<file path="config.mk">
export PLATFORM = sky130hd
export DESIGN_NAME = switch_reset_sequencer
export DESIGN_NICKNAME = d
export VERILOG_FILES = /design/src/inc/rstseq_pkg.sv /design/src/hw/switch_reset_sequencer.sv /design/src/hw/port_reset_pulse.sv
export SDC_FILE = /design/constraint.sdc
export NUM_CORES = 1
export LEC_CHECK = 0
export BUFFER_PORTS_ARGS = -buffer_cell sky130_fd_sc_hd__buf_2
export CAP_MARGIN = 40
export CORE_ASPECT_RATIO = 0.5
export CORE_MARGIN = 2
export CORE_UTILIZATION = 60
export CTS_CLUSTER_DIAMETER = 80
export DETAILED_ROUTE_END_ITERATION = 16
export PLACE_DENSITY = 0.94
export SLEW_MARGIN = 20
export SYNTH_ARGS = -nofsm -noshare
export SYNTH_HDL_FRONTEND = slang
export SYNTH_SLANG_ARGS = --single-unit
</file>
<file path="constraint.sdc">
create_clock -name mclk -period 6.25 [get_ports mclk]
set_clock_uncertainty 0.2 [all_clocks]
set_input_delay 0.625 -clock mclk [delete_from_list [all_inputs] [get_ports mclk]]
set_output_delay 0.625 -clock mclk [all_outputs]
set_load 0.01 [all_outputs]
</file>
<file path="src/inc/rstseq_pkg.sv">
// Constants, register map and state types for the switch reset sequencer
package rstseq_pkg;

  // ==========================================================================
  // Timing
  localparam int CLK_MHZ        = 100;
  localparam int PORT_RST_NS    = 250;
  localparam int PORT_RST_CYC   = (PORT_RST_NS * CLK_MHZ + 999) / 1000;
  localparam int LOAD_LIMIT_MS  = 200;
  localparam int LOAD_LIMIT_CYC = LOAD_LIMIT_MS * CLK_MHZ * 1000;
  localparam int HOT_MSG_CYC    = 8;
  localparam int CNT_W          = 25;
  localparam int HCNT_W         = 8;

  // ==========================================================================
  // Switch mode straps
  localparam logic [3:0] MODE_TRANS_EE = 4'h1;
  localparam logic [3:0] MODE_NTB_EE   = 4'h9;
  localparam int         MODE_NTB_BIT  = 3;

  // ==========================================================================
  // Register offsets
  localparam logic [7:0] ADDR_CTRL   = 8'h00;
  localparam logic [7:0] ADDR_BR_INT = 8'h04;
  localparam logic [7:0] ADDR_BR_EXT = 8'h08;
  localparam logic [7:0] ADDR_STATUS = 8'h0c;
  localparam logic [7:0] ADDR_STICKY = 8'h10;
  localparam logic [7:0] ADDR_CAP    = 8'h14;

  // ==========================================================================
  // Field positions
  localparam int CTRL_RST    = 0;
  localparam int CTRL_SRST   = 1;
  localparam int CTRL_LOC_B  = 2;
  localparam int CTRL_LOC_C  = 3;
  localparam int CTRL_OSEL   = 4;
  localparam int CTRL_ALT    = 5;
  localparam int BR_RST      = 0;
  localparam int BR_PROP     = 1;
  localparam int ST_MODE     = 0;
  localparam int ST_NORMAL   = 4;
  localparam int ST_HOT      = 5;
  localparam int ST_TMO      = 6;
  localparam int ST_FAR      = 7;
  localparam logic OSEL_EXT  = 1'b1;

  // ==========================================================================
  // State types
  typedef enum logic [1:0] {F_HOLD, F_LOAD, F_RUN} fund_state_t;
  typedef enum logic [1:0] {H_IDLE, H_MSG, H_RST} hot_state_t;

endpackage

</file>
<file path="src/hw/switch_reset_sequencer.sv">
// Reset sequencer for a three-port switch with optional isolating bridge
//
// Function
// - Fundamental reset pin low resets all logic, cold or warm.
// - Writing one to switch control reset bit starts warm fundamental reset.
// - In bridge mode, either bridge control reset bit starts fundamental reset.
// - Far-side reset pin with propagate bit set gives full fundamental reset.
// - Normal operation follows within 1.0 s; loader bounded by 200 ms.
// - Loader writes trigger side effects at the moment they are written.
// - Port B reset drives GPIO 0 outside bridge mode, port C reset drives GPIO 1.
// - Fundamental reset returns all GPIO to input, tri-stating reset outputs.
// - Hot reset affecting a downstream port asserts its output 250 ns minimum.
// - Hot reset scopes: whole device, all downstream ports, selected ports.
// - Global hot reset returns all GPIO to input mode.
// - Port C hot reset message on global or local, never bridge mode.
// - Bridge capability register cleared only by fundamental reset.
// - Bridge mode accepts far-side hot reset separately from internal resets.
// - Mode value 0x1 is transparent with EEPROM load in fundamental sequence.
// - Hot reset leaves sticky fields unchanged.
// - Global hot reset sends downstream hot reset message before resetting.
// - Downstream port reset outputs are active low, driven low 250 ns.
`timescale 1ns/100ps
module switch_reset_sequencer
#(
  parameter int LOAD_LIMIT_CYC = rstseq_pkg::LOAD_LIMIT_CYC,
  parameter int HOT_MSG_CYC    = rstseq_pkg::HOT_MSG_CYC
)
(
  input  wire logic        mclk,
  input  wire logic        arst_n,
  input  wire logic        mclk_en,
  input  wire logic        fundamental_reset_pin_n,
  input  wire logic        far_side_reset_pin_n,
  input  wire logic [3:0]  switch_mode_setting,
  input  wire logic        up_hot_ts1,
  input  wire logic        up_dl_down,
  input  wire logic        far_hot_req,
  input  wire logic        eeprom_done,
  input  wire logic        eeprom_wr,
  input  wire logic [7:0]  eeprom_wr_addr,
  input  wire logic [31:0] eeprom_wr_data,
  input  wire logic        psel,
  input  wire logic        penable,
  input  wire logic        pwrite,
  input  wire logic [7:0]  paddr,
  input  wire logic [31:0] pwdata,
  output logic [31:0]      prdata,
  output logic             pready,
  output logic             pslverr,
  output logic             fund_rst_n,
  output logic             core_rst_n,
  output logic             ds_b_rst_n,
  output logic             ds_c_rst_n,
  output logic             ext_rst_n,
  output logic             hot_msg_b,
  output logic             hot_msg_c,
  output logic             eeprom_start,
  output logic             normal_op,
  output logic [1:0]       gpio_out,
  output logic [1:0]       gpio_oe
);

  localparam int CW = rstseq_pkg::CNT_W;
  localparam int HW = rstseq_pkg::HCNT_W;

  rstseq_pkg::fund_state_t fstate;
  rstseq_pkg::hot_state_t  hstate;
  logic [1:0]  fpin_sync;
  logic [1:0]  farpin_sync;
  logic        far_prev;
  logic [3:0]  mode_s1;
  logic [3:0]  mode_s2;
  logic [3:0]  mode_q;
  logic [CW-1:0] fcnt;
  logic [HW-1:0] hcnt;
  logic        ee_tmo;
  logic        osel;
  logic [1:0]  alt_en;
  logic        prop_int;
  logic        prop_ext;
  logic        far_seen;
  logic [31:0] sticky_reg;
  logic [31:0] cap_reg;
  logic        sc_core;
  logic        sc_b;
  logic        sc_c;
  logic        sc_ext;
  logic        sc_msg_b;
  logic        sc_msg_c;
  logic        sc_out_b;
  logic        sc_out_c;
  logic [1:0]  pulse_act;
  logic [31:0] rd_val;
  logic        rd_hit;

  // ==========================================================================
  // Pin synchronisers; the strap is caught only after reset release
  always_ff @(posedge mclk or negedge arst_n)
  begin
    if (!arst_n)
    begin
      fpin_sync   <= 2'h0;
      farpin_sync <= 2'h3;
      far_prev    <= 1'b1;
      mode_s1     <= 4'h0;
      mode_s2     <= 4'h0;
    end
    else if (mclk_en)
    begin
      fpin_sync   <= {fpin_sync[0], fundamental_reset_pin_n};
      farpin_sync <= {farpin_sync[0], far_side_reset_pin_n};
      far_prev    <= farpin_sync[1];
      mode_s1     <= switch_mode_setting;
      mode_s2     <= mode_s1;
    end
  end

  // ==========================================================================
  // Write path shared by the bus and the EEPROM loader
  wire ee_fire   = eeprom_wr && (fstate == rstseq_pkg::F_LOAD);
  wire apb_wr    = psel && penable && pready && pwrite;
  wire w_en      = apb_wr || ee_fire;
  wire [7:0]  w_addr = ee_fire ? eeprom_wr_addr : paddr;
  wire [31:0] w_data = ee_fire ? eeprom_wr_data : pwdata;
  wire w_ctrl    = w_en && (w_addr == rstseq_pkg::ADDR_CTRL);
  wire w_bint    = w_en && (w_addr == rstseq_pkg::ADDR_BR_INT);
  wire w_bext    = w_en && (w_addr == rstseq_pkg::ADDR_BR_EXT);
  wire w_status  = w_en && (w_addr == rstseq_pkg::ADDR_STATUS);
  wire w_sticky  = w_en && (w_addr == rstseq_pkg::ADDR_STICKY);
  wire w_cap     = w_en && (w_addr == rstseq_pkg::ADDR_CAP);

  wire isolating_bridge       = mode_q[rstseq_pkg::MODE_NTB_BIT];
  wire prop_any  = prop_int || prop_ext;
  wire far_fall  = far_prev && !farpin_sync[1];
  wire far_fund  = isolating_bridge && far_fall && prop_any;
  wire ext_fund  = isolating_bridge && far_fall && !prop_any;
  wire ext_hold  = isolating_bridge && !farpin_sync[1] && !prop_any;
  wire soft_fund = (w_ctrl && w_data[rstseq_pkg::CTRL_RST])
                || (isolating_bridge && (w_bint || w_bext) && w_data[rstseq_pkg::BR_RST])
                || far_fund;
  wire fund_req  = !fpin_sync[1] || soft_fund;
  wire fund_clr  = (fstate == rstseq_pkg::F_HOLD);
  wire hold_done = fcnt == CW'(rstseq_pkg::PORT_RST_CYC - 1);
  wire ee_need   = (mode_s2 == rstseq_pkg::MODE_TRANS_EE)
                || (mode_s2 == rstseq_pkg::MODE_NTB_EE);
  wire load_end  = eeprom_done || (fcnt == CW'(LOAD_LIMIT_CYC - 1));

  // ==========================================================================
  // Fundamental reset sequence: hold, optional EEPROM load, run
  always_ff @(posedge mclk or negedge arst_n)
  begin
    if (!arst_n)
    begin
      fstate <= rstseq_pkg::F_HOLD;
      fcnt   <= '0;
    end
    else if (mclk_en)
    begin
      if (fund_req)
      begin
        fstate <= rstseq_pkg::F_HOLD;
        fcnt   <= '0;
      end
      else
        case (fstate)
          rstseq_pkg::F_HOLD:
            if (hold_done)
            begin
              fcnt   <= '0;
              fstate <= ee_need ? rstseq_pkg::F_LOAD : rstseq_pkg::F_RUN;
            end
            else
              fcnt <= fcnt + CW'(1);
          rstseq_pkg::F_LOAD:
            // Timeout keeps the 1 s bring-up bound even if the loader hangs
            if (load_end)
              fstate <= rstseq_pkg::F_RUN;
            else
              fcnt <= fcnt + CW'(1);
          rstseq_pkg::F_RUN:
            fcnt <= '0;
          default:
            fstate <= rstseq_pkg::F_HOLD;
        endcase
    end
  end

  wire hold_exit = !fund_req && fund_clr && hold_done;

  always_ff @(posedge mclk or negedge arst_n)
  begin
    if (!arst_n)
    begin
      mode_q       <= 4'h0;
      eeprom_start <= 1'b0;
      ee_tmo       <= 1'b0;
    end
    else if (mclk_en)
    begin
      if (hold_exit)
        mode_q <= mode_s2;
      eeprom_start <= hold_exit && ee_need;
      if (fund_clr)
        ee_tmo <= 1'b0;
      else if (fstate == rstseq_pkg::F_LOAD && !eeprom_done && load_end)
        ee_tmo <= 1'b1;
    end
  end

  // ==========================================================================
  // Hot reset sequence: message to link partner first, then reset
  wire h_go    = (hstate == rstseq_pkg::H_IDLE) && !fund_req && !fund_clr;
  wire g_all   = up_hot_ts1 || up_dl_down;
  wire g_ds    = w_ctrl && w_data[rstseq_pkg::CTRL_SRST];
  wire loc_b   = w_ctrl && w_data[rstseq_pkg::CTRL_LOC_B];
  wire loc_c   = w_ctrl && w_data[rstseq_pkg::CTRL_LOC_C];
  wire x_hot   = isolating_bridge && far_hot_req;
  wire glob    = g_all || g_ds;
  wire h_start = h_go && (glob || loc_b || loc_c || x_hot);
  wire osel_in = (osel != rstseq_pkg::OSEL_EXT);

  always_ff @(posedge mclk or negedge arst_n)
  begin
    if (!arst_n)
    begin
      hstate   <= rstseq_pkg::H_IDLE;
      hcnt     <= '0;
      sc_core  <= 1'b0;
      sc_b     <= 1'b0;
      sc_c     <= 1'b0;
      sc_ext   <= 1'b0;
      sc_msg_b <= 1'b0;
      sc_msg_c <= 1'b0;
      sc_out_b <= 1'b0;
      sc_out_c <= 1'b0;
    end
    else if (mclk_en)
    begin
      if (fund_req || fund_clr)
        hstate <= rstseq_pkg::H_IDLE;
      else
        case (hstate)
          rstseq_pkg::H_IDLE:
            if (h_start)
            begin
              hstate   <= rstseq_pkg::H_MSG;
              hcnt     <= '0;
              sc_core  <= g_all;
              sc_b     <= glob || loc_b;
              sc_c     <= glob || loc_c || x_hot;
              sc_ext   <= g_all || x_hot;
              sc_msg_b <= glob || loc_b;
              sc_msg_c <= (glob || loc_c) && !isolating_bridge;
              sc_out_b <= (glob || loc_b) && !isolating_bridge;
              sc_out_c <= isolating_bridge ? ((glob && osel_in) || loc_c || (x_hot && !osel_in))
                              : (glob || loc_c);
            end
          rstseq_pkg::H_MSG:
            if (hcnt == HW'(HOT_MSG_CYC - 1))
            begin
              hcnt   <= '0;
              hstate <= rstseq_pkg::H_RST;
            end
            else
              hcnt <= hcnt + HW'(1);
          rstseq_pkg::H_RST:
            if (hcnt == HW'(rstseq_pkg::PORT_RST_CYC - 1))
              hstate <= rstseq_pkg::H_IDLE;
            else
              hcnt <= hcnt + HW'(1);
          default:
            hstate <= rstseq_pkg::H_IDLE;
        endcase
    end
  end

  wire h_rst   = (hstate == rstseq_pkg::H_RST);
  wire rst_ent = (hstate == rstseq_pkg::H_MSG) && (hcnt == HW'(HOT_MSG_CYC - 1));
  wire glob_go = h_start && glob;
  wire all_go  = h_start && g_all;

  // ==========================================================================
  // Reset outputs, all registered so release is synchronous
  always_ff @(posedge mclk or negedge arst_n)
  begin
    if (!arst_n)
    begin
      fund_rst_n <= 1'b0;
      core_rst_n <= 1'b0;
      ds_b_rst_n <= 1'b0;
      ds_c_rst_n <= 1'b0;
      ext_rst_n  <= 1'b0;
      hot_msg_b  <= 1'b0;
      hot_msg_c  <= 1'b0;
      normal_op  <= 1'b0;
    end
    else if (mclk_en)
    begin
      fund_rst_n <= !(fund_req || fund_clr);
      core_rst_n <= !(fund_req || fund_clr || (h_rst && sc_core));
      ds_b_rst_n <= !(fund_req || fund_clr || (h_rst && sc_b));
      ds_c_rst_n <= !(fund_req || fund_clr || (h_rst && sc_c));
      ext_rst_n  <= !(fund_req || fund_clr || (h_rst && sc_ext) || ext_hold);
      hot_msg_b  <= (hstate == rstseq_pkg::H_MSG) && sc_msg_b && !fund_req;
      hot_msg_c  <= (hstate == rstseq_pkg::H_MSG) && sc_msg_c && !fund_req;
      normal_op  <= (fstate == rstseq_pkg::F_RUN) && !fund_req;
    end
  end

  // ==========================================================================
  // Downstream port reset outputs on GPIO 0 and 1
  wire [1:0] pulse_load;
  assign pulse_load[0] = rst_ent && sc_out_b;
  assign pulse_load[1] = (rst_ent && sc_out_c) || (ext_fund && osel == rstseq_pkg::OSEL_EXT);

  for (genvar gi = 0; gi < 2; gi++)
  begin : g_port
    port_reset_pulse #(.W(HW)) u_pulse
    (
      .mclk    (mclk),
      .arst_n  (arst_n),
      .mclk_en (mclk_en),
      .load    (pulse_load[gi]),
      .len     (HW'(rstseq_pkg::PORT_RST_CYC)),
      .active  (pulse_act[gi])
    );
  end

  always_ff @(posedge mclk or negedge arst_n)
  begin
    if (!arst_n)
    begin
      gpio_out <= 2'h3;
      gpio_oe  <= 2'h0;
    end
    else if (mclk_en)
    begin
      gpio_out <= ~pulse_act;
      gpio_oe  <= alt_en;
    end
  end

  // ==========================================================================
  // Control registers; sticky and capability survive every hot reset
  always_ff @(posedge mclk or negedge arst_n)
  begin
    if (!arst_n)
    begin
      osel   <= 1'b0;
      alt_en <= 2'h0;
    end
    else if (mclk_en)
    begin
      if (fund_clr || all_go)
      begin
        osel   <= 1'b0;
        alt_en <= 2'h0;
      end
      else if (glob_go)
        alt_en <= 2'h0;
      else if (w_ctrl)
      begin
        osel   <= w_data[rstseq_pkg::CTRL_OSEL];
        alt_en <= w_data[rstseq_pkg::CTRL_ALT +: 2];
      end
    end
  end

  always_ff @(posedge mclk or negedge arst_n)
  begin
    if (!arst_n)
    begin
      prop_int <= 1'b0;
      prop_ext <= 1'b0;
    end
    else if (mclk_en)
    begin
      if (fund_clr || all_go)
        prop_int <= 1'b0;
      else if (w_bint)
        prop_int <= w_data[rstseq_pkg::BR_PROP];
      if (fund_clr || all_go || ext_fund || (h_start && x_hot))
        prop_ext <= 1'b0;
      else if (w_bext)
        prop_ext <= w_data[rstseq_pkg::BR_PROP];
    end
  end

  always_ff @(posedge mclk or negedge arst_n)
  begin
    if (!arst_n)
    begin
      sticky_reg <= 32'h0000_0000;
      cap_reg    <= 32'h0000_0000;
      far_seen   <= 1'b0;
    end
    else if (mclk_en)
    begin
      if (fund_clr)
      begin
        sticky_reg <= 32'h0000_0000;
        cap_reg    <= 32'h0000_0000;
      end
      else
      begin
        if (w_sticky)
          sticky_reg <= w_data;
        if (w_cap)
          cap_reg <= w_data;
      end
      // Set wins over a clearing write in the same cycle
      if (fund_clr)
        far_seen <= 1'b0;
      else if (ext_fund)
        far_seen <= 1'b1;
      else if (w_status && w_data[rstseq_pkg::ST_FAR])
        far_seen <= 1'b0;
    end
  end

  // ==========================================================================
  // APB slave: one wait state, pready held low until the fundamental sequence ends
  always_comb
  begin
    rd_val = 32'h0000_0000;
    rd_hit = 1'b1;
    case (paddr)
      rstseq_pkg::ADDR_CTRL:
      begin
        rd_val[rstseq_pkg::CTRL_OSEL]     = osel;
        rd_val[rstseq_pkg::CTRL_ALT +: 2] = alt_en;
      end
      rstseq_pkg::ADDR_BR_INT: rd_val[rstseq_pkg::BR_PROP] = prop_int;
      rstseq_pkg::ADDR_BR_EXT: rd_val[rstseq_pkg::BR_PROP] = prop_ext;
      rstseq_pkg::ADDR_STATUS:
      begin
        rd_val[rstseq_pkg::ST_MODE +: 4] = mode_q;
        rd_val[rstseq_pkg::ST_NORMAL]    = normal_op;
        rd_val[rstseq_pkg::ST_HOT]       = (hstate != rstseq_pkg::H_IDLE);
        rd_val[rstseq_pkg::ST_TMO]       = ee_tmo;
        rd_val[rstseq_pkg::ST_FAR]       = far_seen;
      end
      rstseq_pkg::ADDR_STICKY: rd_val = sticky_reg;
      rstseq_pkg::ADDR_CAP:    rd_val = cap_reg;
      default:                 rd_hit = 1'b0;
    endcase
  end

  always_ff @(posedge mclk or negedge arst_n)
  begin
    if (!arst_n)
    begin
      pready  <= 1'b0;
      pslverr <= 1'b0;
      prdata  <= 32'h0000_0000;
    end
    else if (mclk_en)
    begin
      if (psel && penable && !pready && fstate == rstseq_pkg::F_RUN && !fund_req)
      begin
        pready  <= 1'b1;
        pslverr <= !rd_hit;
        prdata  <= pwrite ? 32'h0000_0000 : rd_val;
      end
      else
      begin
        pready  <= 1'b0;
        pslverr <= 1'b0;
      end
    end
  end

  // ==========================================================================
  // Checks
  logic [7:0] low_b;

  always_ff @(posedge mclk or negedge arst_n)
  begin
    if (!arst_n)
      low_b <= 8'h00;
    else if (mclk_en)
      low_b <= gpio_out[0] ? 8'h00 : ((low_b == 8'hff) ? low_b : low_b + 8'h01);
  end
endmodule

</file>
<file path="src/hw/port_reset_pulse.sv">
// Retriggerable pulse stretcher for one downstream port reset output
`timescale 1ns/100ps
module port_reset_pulse
#(
  parameter int W = 8
)
(
  input  wire logic         mclk,
  input  wire logic         arst_n,
  input  wire logic         mclk_en,
  input  wire logic         load,
  input  wire logic [W-1:0] len,
  output logic              active
);

  logic [W-1:0] remain;

  // ==========================================================================
  // Active for exactly len cycles after the load edge; a new load restarts it
  always_ff @(posedge mclk or negedge arst_n)
  begin
    if (!arst_n)
    begin
      remain <= '0;
      active <= 1'b0;
    end
    else if (mclk_en)
    begin
      if (load)
      begin
        remain <= len - W'(1);
        active <= 1'b1;
      end
      else if (remain != '0)
        remain <= remain - W'(1);
      else
        active <= 1'b0;
    end
  end

endmodule

</file>
==> results of run 1 <==
per-stage QoR:
stage	instance area (sq um)	hold WS, ns	power, mW
2_1_floorplan	10100	0.129	1.74
3_3_place_gp	10900	0.214	1.87
3_5_place_dp	11000	0.221	1.91
4_1_cts	11600	0.223	2.97
5_1_grt	11700	0.231	3.09
6_report	11700	0.226	2.99
cell type report:
cell class / count / area, sq um / area share (%)
Clock buffer: 19 / 453 / 3.88
Timing Repair Buffer: 161 / 951 / 8.14
Clock inverter: 13 / 118 / 1.01
Sequential cell: 197 / 4940 / 42.2
Multi-Input combinational cell: 733 / 4790 / 41.0
Antenna cell: 1 / 2.50 / 0.0214
Inverter: 40 / 150 / 1.28
Tap cell: 227 / 284 / 2.43
power groups by stage:
stage / Clock [mW] / Sequential (mW) / Combinational, mW
after floorplan: 0 / 1.46 / 0.285
after global placement: 0 / 1.47 / 0.399
after detailed placement: 0 / 1.48 / 0.428
after CTS: 1.07 / 1.46 / 0.436
after global routing: 1.12 / 1.47 / 0.499
final: 1.07 / 1.47 / 0.458
worst paths after layout:
kind | from | endpoint | slack, ns | cells after the start
setup / recovery | fstate[1] | fcnt[18] | 2.13 | 11
hold reg to reg | g_port[1].u_pulse.active | gpio_out[1] | 0.23 | 1
max in group asynchronous | arst_n | prdata[4] | 4.43 | 4
hold / removal | switch_mode_setting[0] | mode_s1[0] | 0.23 | 2
setup reg to reg | fstate[1] | fcnt[18] | 2.13 | 11
min in group asynchronous | arst_n | g_port[1].u_pulse.remain[4] | 0.51 | 2
Yosys cell counts, types with 7 or more instances:
| cell | number | area [sq um] |
|---|---|---|
| a22oi_1 | 27 | 203 |
| nand3_1 | 35 | 175 |
| nor3_1 | 15 | 75.1 |
| dfrtp_1 | 192 | 4800 |
| clkbuf_1 | 31 | 116 |
| nand2_1 | 168 | 631 |
| o31ai_1 | 41 | 308 |
| ha_1 | 16 | 200 |
| o21ai_0 | 69 | 345 |
| nand2b_1 | 7 | 43.8 |
| mux2_1 | 20 | 225 |
| inv_1 | 40 | 150 |
| and2_1 | 7 | 43.8 |
| mux2_2 | 47 | 529 |
| or3_1 | 14 | 87.6 |
| buf_2 | 18 | 90.1 |
| o2bb2ai_1 | 10 | 87.6 |
| a21oi_1 | 46 | 230 |
| and3_1 | 11 | 68.8 |
| nor4_1 | 15 | 93.8 |
| nor2_1 | 44 | 165 |
| nor3b_1 | 7 | 52.6 |
| a21o_1 | 11 | 82.6 |
| nand4_1 | 14 | 87.6 |
| mux2i_1 | 11 | 110 |
layout by cell type, fill, tap and decap left out, types with 5 or more instances in the layout:
cell / n
dfrtp_1: 192
nand2_1: 168
buf_2: 143
o21ai_0: 69
mux2_2: 47
a21oi_1: 46
nor2_1: 43
o31ai_1: 41
inv_1: 40
nand3_1: 34
a22oi_1: 27
mux2_1: 20
clkbuf_16: 17
ha_1: 16
nor4_1: 15
nand4_1: 14
or3_1: 14
nor3_1: 14
mux2i_1: 11
a21o_1: 11
and3_1: 11
o2bb2ai_1: 10
buf_4: 9
and2_1: 7
nand2b_1: 7
nor3b_1: 7
nor2b_1: 6
o311ai_0: 6
a221oi_1: 5
xor2_1: 5
dfstp_2: 5
per-layer routing:
metal	vias to the layer above	track usage, %
li1	3972	-
met4	0	13.7
met5	-	0
met1	4298	37.7
met2	535	53.4
met3	98	5.76
cells by family (layout without fill, tap and decap cells):
| group | Yosys count | after routing | share of synthesized area, % |
|---|---|---|---|
| simple gates | 370 | 370 | 18.1 |
| other cells | 0 | 1 | 0 |
| flops | 197 | 197 | 48.7 |
| compound gates | 255 | 255 | 17.0 |
| mux | 83 | 83 | 9.26 |
| buf+inv | 99 | 233 | 4.19 |
| fa+ha+maj | 16 | 16 | 1.98 |
| xor+xnor | 9 | 9 | 0.778 |
==> impl_results.md, run 1 <==
- Avg Cell Area, Syn: between 9 and 10 sq um
- CTS Hold Buffers Added: 1
- Setup TNS: 0 ns
- PD cells: 256 nW/um^2
- CTS tree: done
- Flop pwr share: 49.0%
- Crit-path cells: inv_1, ha_1, and2_1, buf_4, mux2i_1, a211oi_2, a21oi_2, nand4_1, buf_6, or3_1, o21ai_0
- Sw frac: 29.6%
- #FFs+latches synth: a little under 200
- Drt drc: 0
- Initial antenna violation count: 0
- Net Count, Synth: 1142
- Total wire length: ~28000 um
- Setup ws final: roughly 2.1 ns
- # IOs: ~140
- CP delay by family, top: simple AND/OR/NAND/NOR gates
- CP Class: reg -> reg
- Initial Util: around 62%
- RSZ-0062 raised after global routing: no
- Die Wd: around 190 um
- CP Capture Type: flop
- Relative max-transition margin: around 42%
- Clk network pwr share: a little over a third
- DRT antenna net count: 0
- Vias per cell: between 6 and 7
- Worst Path Required: around 6.4 ns
- First-pass GRT wire length: between 40000 and 50000 um
- Post-placement cell count: ~1.4k
- Routed wl met2: between 10000 and 15000 um
- Critical Path Source Type: flop
- Critical path buffer and inverter count: 3
- Routed via count: 8903
- Layout cells sized above 1: about a quarter
- WL/cell: just under 20 um
- Status: complete, no violations
- Clock transition at path regs: about 0.070 ns
- M1 WL: 10800 um
- Internal Pwr Total: 2.11 mW
- Data arrival, critical path: 4.27 ns
- Post-Syn Area: 10100 sq um
- Crit share post-route: approximately two thirds
- Asr flop ratio synth: 100%
- Die Ht: around 96 um
- CTS-repair resized insts: 0
- Fmax: approximately 240 MHz
- Fill cell count: between 1k and 1.5k
- Final Hold Vio Count: 0
- Switching power: 887 uW
- Worst Path Max Fanout: 37
- Synth Warn #: 0
- Final min period: 4.12 ns
- Final setup fails: 0
- CTS sink count: a little under 200
- Top_reg_cell synth: dfrtp_1
- Leakage: approximately 5.4 nW
- Layout Cells excl Fill: about 1.4k
- DR top layer: met4
- Vias in the first global route: 8522
- Slew @ Worst Pin: about 0.87 ns
- Worst skew pair latency: ~0.44 ns
- # port buffers: 143
- Layout Utilization: 71.1%
- Slowest-stage cell, CP: a21oi_2
- Drt pass-1 iters: 6
- Power share of the combinational group: roughly 15%
- Row count: 33
- Hold Path Class: in -> reg
- Die area: 18000 sq um
- Largest net degree at the start of global routing: between 70 and 80
- Cell variety after synth: between 70 and 80
- Seq/Total Area, Yosys: 48.7%
- Setup bufs post-CTS: 0
- Nets: 1263
- Syn-to-layout area delta: 15.3%
- Max incr delay on CP: ~0.6 ns
- GR Overflow Total: 0
- H-tree level count: 4
- Slew Limit Fails: 0
- Mapped Cells: between 1k and 1.5k
- Core ar.: around 16000 sq um
- Hpwl dp: approximately 18000 um
- RD Place Congestion: around 0.94
- Peak supply drop: about 0.20 mV
- CTS buffer count: 17
- Aggregate global-route resource usage: ~30%
- Post-synth EDFFs: 0
- Pre-CTS setup slack: 1.96 ns
- 1st-iter DRT viols: roughly 1.2k
- MaxCap Viol Count: 0
- Root Driver: clkbuf_16
- CTS Buffer Depth: 2
- Met3 Wirelength: about 2300 um
Power figures use the tool's default switching activity.
==> run 2: changes to the inputs <==
Settings changed: ABC_AREA set to 1, CORE_UTILIZATION 60 to 52, PLACE_DENSITY 0.94 to 0.87.
Clock period 6.25 ns to 3.6 ns, I/O delays scaled along.
==> run 2 against run 1 <==
Clock power grew 87%; flip-flop and latch count is the same; largest power group unchanged; utilization shrank 9.3 points; worst setup slack lost 1.8 ns; largest cell class unchanged; synthesized area grew 2.3%; die area grew 17%; non-clock buffer count grew 10; maximum frequency grew 27%; hold slack lost 0.18 ns; routed wire length shrank 0.26%.
==> impl_results.md, run 2 <==
- Status: complete, no violations (unchanged)
- R2R Path End: prdata[1] (was fcnt[18])
- Hold path start: up_hot_ts1 (was switch_mode_setting[0])
- First-pass GRT wire length: 45100 um (was 43400 um)
- Worst skew pair latency: 0.44 ns (about the same)
- Most frequent cell after synthesis: nand2_1 (was dfrtp_1)
- Asr flop ratio synth: 100% (unchanged)
- Top_reg_cell synth: dfrtp_1 (unchanged)
- Clock transition at path regs: 0.07 ns (about the same)
- Worst Path Max Fanout: 65 (was 37)
- Cell taking the most area after synthesis: dfrtp_1 (unchanged)
- Post-synth EDFFs: 0 (unchanged)
- Layout Cells excl Fill: 1764 (was 1391)
- RD Place Congestion: 0.926 (was 0.938)
- DRT antenna net count: 0 (unchanged)
- Slew @ Worst Pin: 0.761 ns (was 0.866 ns)
- Die area: 21200 sq um (was 18000 sq um)
- WL/cell: 15.6 um (was 19.8 um)
- Die Wd: 204 um (was 188 um)
- Net Count, Synth: 1464 (was 1142)
- Worst r2r path cells: 17 (was 11)
- Critical Path Source Type: flop (unchanged)
- Syn-to-layout area delta: 16.3% (was 15.3%)
- Routed via count: 9702 (was 8903)
- Crit share post-route: 90.1% (was 66.0%)
- CP Class: reg -> reg (unchanged)
- Setup TNS: 0 ns (unchanged)
- Largest net degree at the start of global routing: 87 (was 77)
- Flop pwr share: 45.6% (was 49.0%)
- Drt pass-1 iters: 5 (was 6)
- Internal Pwr Total: 4.19 mW (was 2.11 mW)
- Flop-to-flop setup slack: 0.36 ns (was 2.13 ns)
- CTS buffer count: 17 (unchanged)
- Initial antenna violation count: 0 (unchanged)
- Most frequent cells in the layout: 349 x nand2_1, 192 x dfrtp_1, 181 x o21ai_0 (was 192 x dfrtp_1, 168 x nand2_1, 143 x buf_2)
- Inserted Diodes: 0 (was 1)
- Seq/Total Area, Yosys: 47.6% (was 48.7%)
- Vias per cell: 5.50 (was 6.40)
- Hpwl dp: 19300 um (was 18100 um)
- Post-Syn Area: 10400 sq um (was 10100 sq um)
- Final Hold Vio Count: 0 (unchanged)
- Commonest non-fill, non-tap cell in the layout: nand2_1 (was dfrtp_1)
- Hold EP: sc_core (was mode_s1[0])
- Power share of the combinational group: 22.2% (was 15.3%)
- H-tree level count: 4 (unchanged)
- Crit path top cell by count: nand2_1
- #FFs+latches synth: 197 (unchanged)
- Aggregate global-route resource usage: 26.5% (was 30.5%)
- Max incr delay on CP: 0.42 ns (was 0.60 ns)
- Crit-path cells: inv_1, ha_1, nand2_4, inv_2, nand2_1, nand2_1, nand3_1, nor2_2, nand2_1, nand2_1, nand2_1, nand2_2, a21boi_4, buf_4, nand3_2, buf_12, mux2_2 (was inv_1, ha_1, and2_1, buf_4, mux2i_1, a211oi_2, a21oi_2, nand4_1, buf_6, or3_1, o21ai_0)
- Total wire length: 27500 um (about the same)
- Pre-CTS setup slack: 0.278 ns (was 1.96 ns)
- Row count: 36 (was 33)
- # port buffers: 143 (unchanged)
- Initial Util: 53.2% (was 61.7%)
- Switching power: 2.02 mW (was 887 uW)
- Worst Hold Depth: 3 (was 2)
- # IOs: 144 (unchanged)
- WHS: 0.0461 ns (was 0.226 ns)
- PD cells: 515 nW/um^2 (was 256 nW/um^2)
- CTS sink count: 197 (unchanged)
- CP Capture Type: flop (unchanged)
- Layout cells sized above 1: 15.6% (was 23.6%)
- Cell variety after synth: 48 (was 74)
- Root Driver: clkbuf_16 (unchanged)
- Clk network pwr share: 32.2% (was 35.7%)
- CTS tree: done (unchanged)
- Fmax: 308 MHz (was 243 MHz)
- RSZ-0062 raised after global routing: no (unchanged)
- Setup ws final: 0.356 ns (was 2.13 ns)
- Data arrival, critical path: 3.37 ns (was 4.27 ns)
- CTS Buffer Depth: 2 (unchanged)
- Vias in the first global route: 9285 (was 8522)
- Relative max-transition margin: 48.8% (was 42.2%)
- Hold Path Class: in -> reg (unchanged)
- CTS-repair resized insts: 0 (unchanged)
- Final min period: 3.24 ns (was 4.12 ns)
- Worst Path Required: 3.73 ns (was 6.40 ns)
- GR Overflow Total: 0 (unchanged)
- Slew Limit Fails: 0 (unchanged)
- Synth Warn #: 0 (unchanged)
- Drt drc: 0 (unchanged)
- Final setup fails: 0 (unchanged)
- 1st-iter DRT viols: 898 (was 1167)
- Pwr Total: 6.21 mW (was 2.99 mW)
- Avg Cell Area, Syn: 7.67 sq um (was 9.85 sq um)
- Die Ht: 104 um (was 95.9 um)
- Mapped Cells: 1351 (was 1029)
- Sw frac: 32.5% (was 29.6%)
- Yosys top cell area share: 46.3% (was 47.4%)
- Leakage: 5.82 nW (was 5.37 nW)
- Slowest-stage cell, CP: dfrtp_1 (was a21oi_2)
- MaxCap Viol Count: 0 (unchanged)
- Peak supply drop: 0.233 mV (was 0.201 mV)
- Main area contributors after synthesis: dfrtp_1 46%, nand2_1 13%, o21ai_0 8.7%, inv_1 5.8%, nor2_1 4.2% (was dfrtp_1 47%, nand2_1 6.2%, mux2_2 5.2%, o21ai_0 3.4%, o31ai_1 3.0%)
- Post-placement cell count: 1723 (was 1351)
- Post-synth top cells: 349 x nand2_1, 192 x dfrtp_1, 181 x o21ai_0 (was 192 x dfrtp_1, 168 x nand2_1, 69 x o21ai_0)
- Core ar.: 19500 sq um (was 16400 sq um)
- Fill cell count: 1621 (was 1078)
- Launch point of the worst reg-to-reg path: fstate[1] (unchanged)
- Nets: 1598 (was 1263)
run 2: cell count changes in the layout (fill, tap and decap cells not counted), moves of 11 or more:
cell     change
o21ai_0    +112
mux2_1      -20
nand2_1    +181
a21oi_1     -14
or3_1       -14
and3_1      -11
o21ai_1     +14
nor2_1      +74
a22oi_1     -26
nand3_1     +32
o22ai_1     +25
mux2_2      -46
inv_1      +120
o31ai_1     -33
run 2: timing repair:
item,4_1_cts,5_1_grt
setup buffers,0,1
endpoints found under the setup margin,0,5
endpoints found under the hold margin,75,0
hold buffers,7,0
run 2: worst max-delay path by stage:
stage	start	endpoint	slack, ns	cells past startpoint
finish	fstate[1]	prdata[1]	0.36	17
global route	fstate[1]	hcnt[4]	0.04	19
CTS	fstate[1]	fcnt[14]	0.26	22
detailed placement	fstate[1]	fcnt[14]	0.28	22
global placement	fstate[1]	fcnt[14]	0.42	22
floorplan	fstate[1]	hcnt[6]	1.07	22
run 2: logic make-up (layout without fill, tap and decap cells):
kind of cell             Yosys count  in the layout  share of synthesized area, %
buffers and inverters            219            366                          8.45
AO/OA/AOI/OAI                    288            288                          15.3
flip-flops                       197            197                          47.6
multiplexers                       3              3                         0.302
XOR/XNOR                          16             16                          1.35
AND/OR/NAND/NOR                  612            612                          25.0
adder cells (fa/ha/maj)           16             16                          1.93
run 2: power by group through the flow:
stage	Sequential, mW	Clock, mW	Combinational (mW)
final	2.83	2.00	1.38
after global routing	2.87	2.11	1.56
after CTS	2.82	2.03	1.36
after detailed placement	2.86	0	1.34
after global placement	2.83	0	1.25
after floorplan	2.81	0	0.915
run 2: layer usage:
| metal | vias to the layer above | share of wire (%) | GRT usage, % |
|---|---|---|---|
| met1 | 4567 | 43 | 35.8 |
| met4 | 0 | 3.0 | 10.2 |
| met2 | 408 | 46 | 42.8 |
| met3 | 63 | 7.7 | 4.50 |
| li1 | 4664 | - | - |
| met5 | - | 0 | 0 |
run 2: final cells by class:
class                      count  area [sq um]  share of cell area [%]
sequential                   197          4940                    40.9
clock buffer                  20           447                    3.71
inverter                     163           612                    5.08
clock inverter                12           165                    1.37
tap                          266           333                    2.76
multi-input combinational    935          4560                    37.8
timing repair buffer         171          1000                    8.30
run 2: through the flow:
| step | utilization [%] | cell area (sq um) |
|---|---|---|
| finish | 61.8 | 12100 |
| global route | 61.8 | 12100 |
| CTS | 61.7 | 12000 |
| detailed placement | 58.2 | 11400 |
| global placement | 58.1 | 11300 |
| floorplan | - | 10400 |
run 2: critical path, delay by kind of cell, from the launching register on:
kind	cells	cell delay, ns
buffers and inverters	4	0.74
and+or+nand+nor	10	0.98
DFF	1	0.42
muxes	1	0.37
adders and majority gates	1	0.33
AOI/OAI and AO/OA	1	0.06
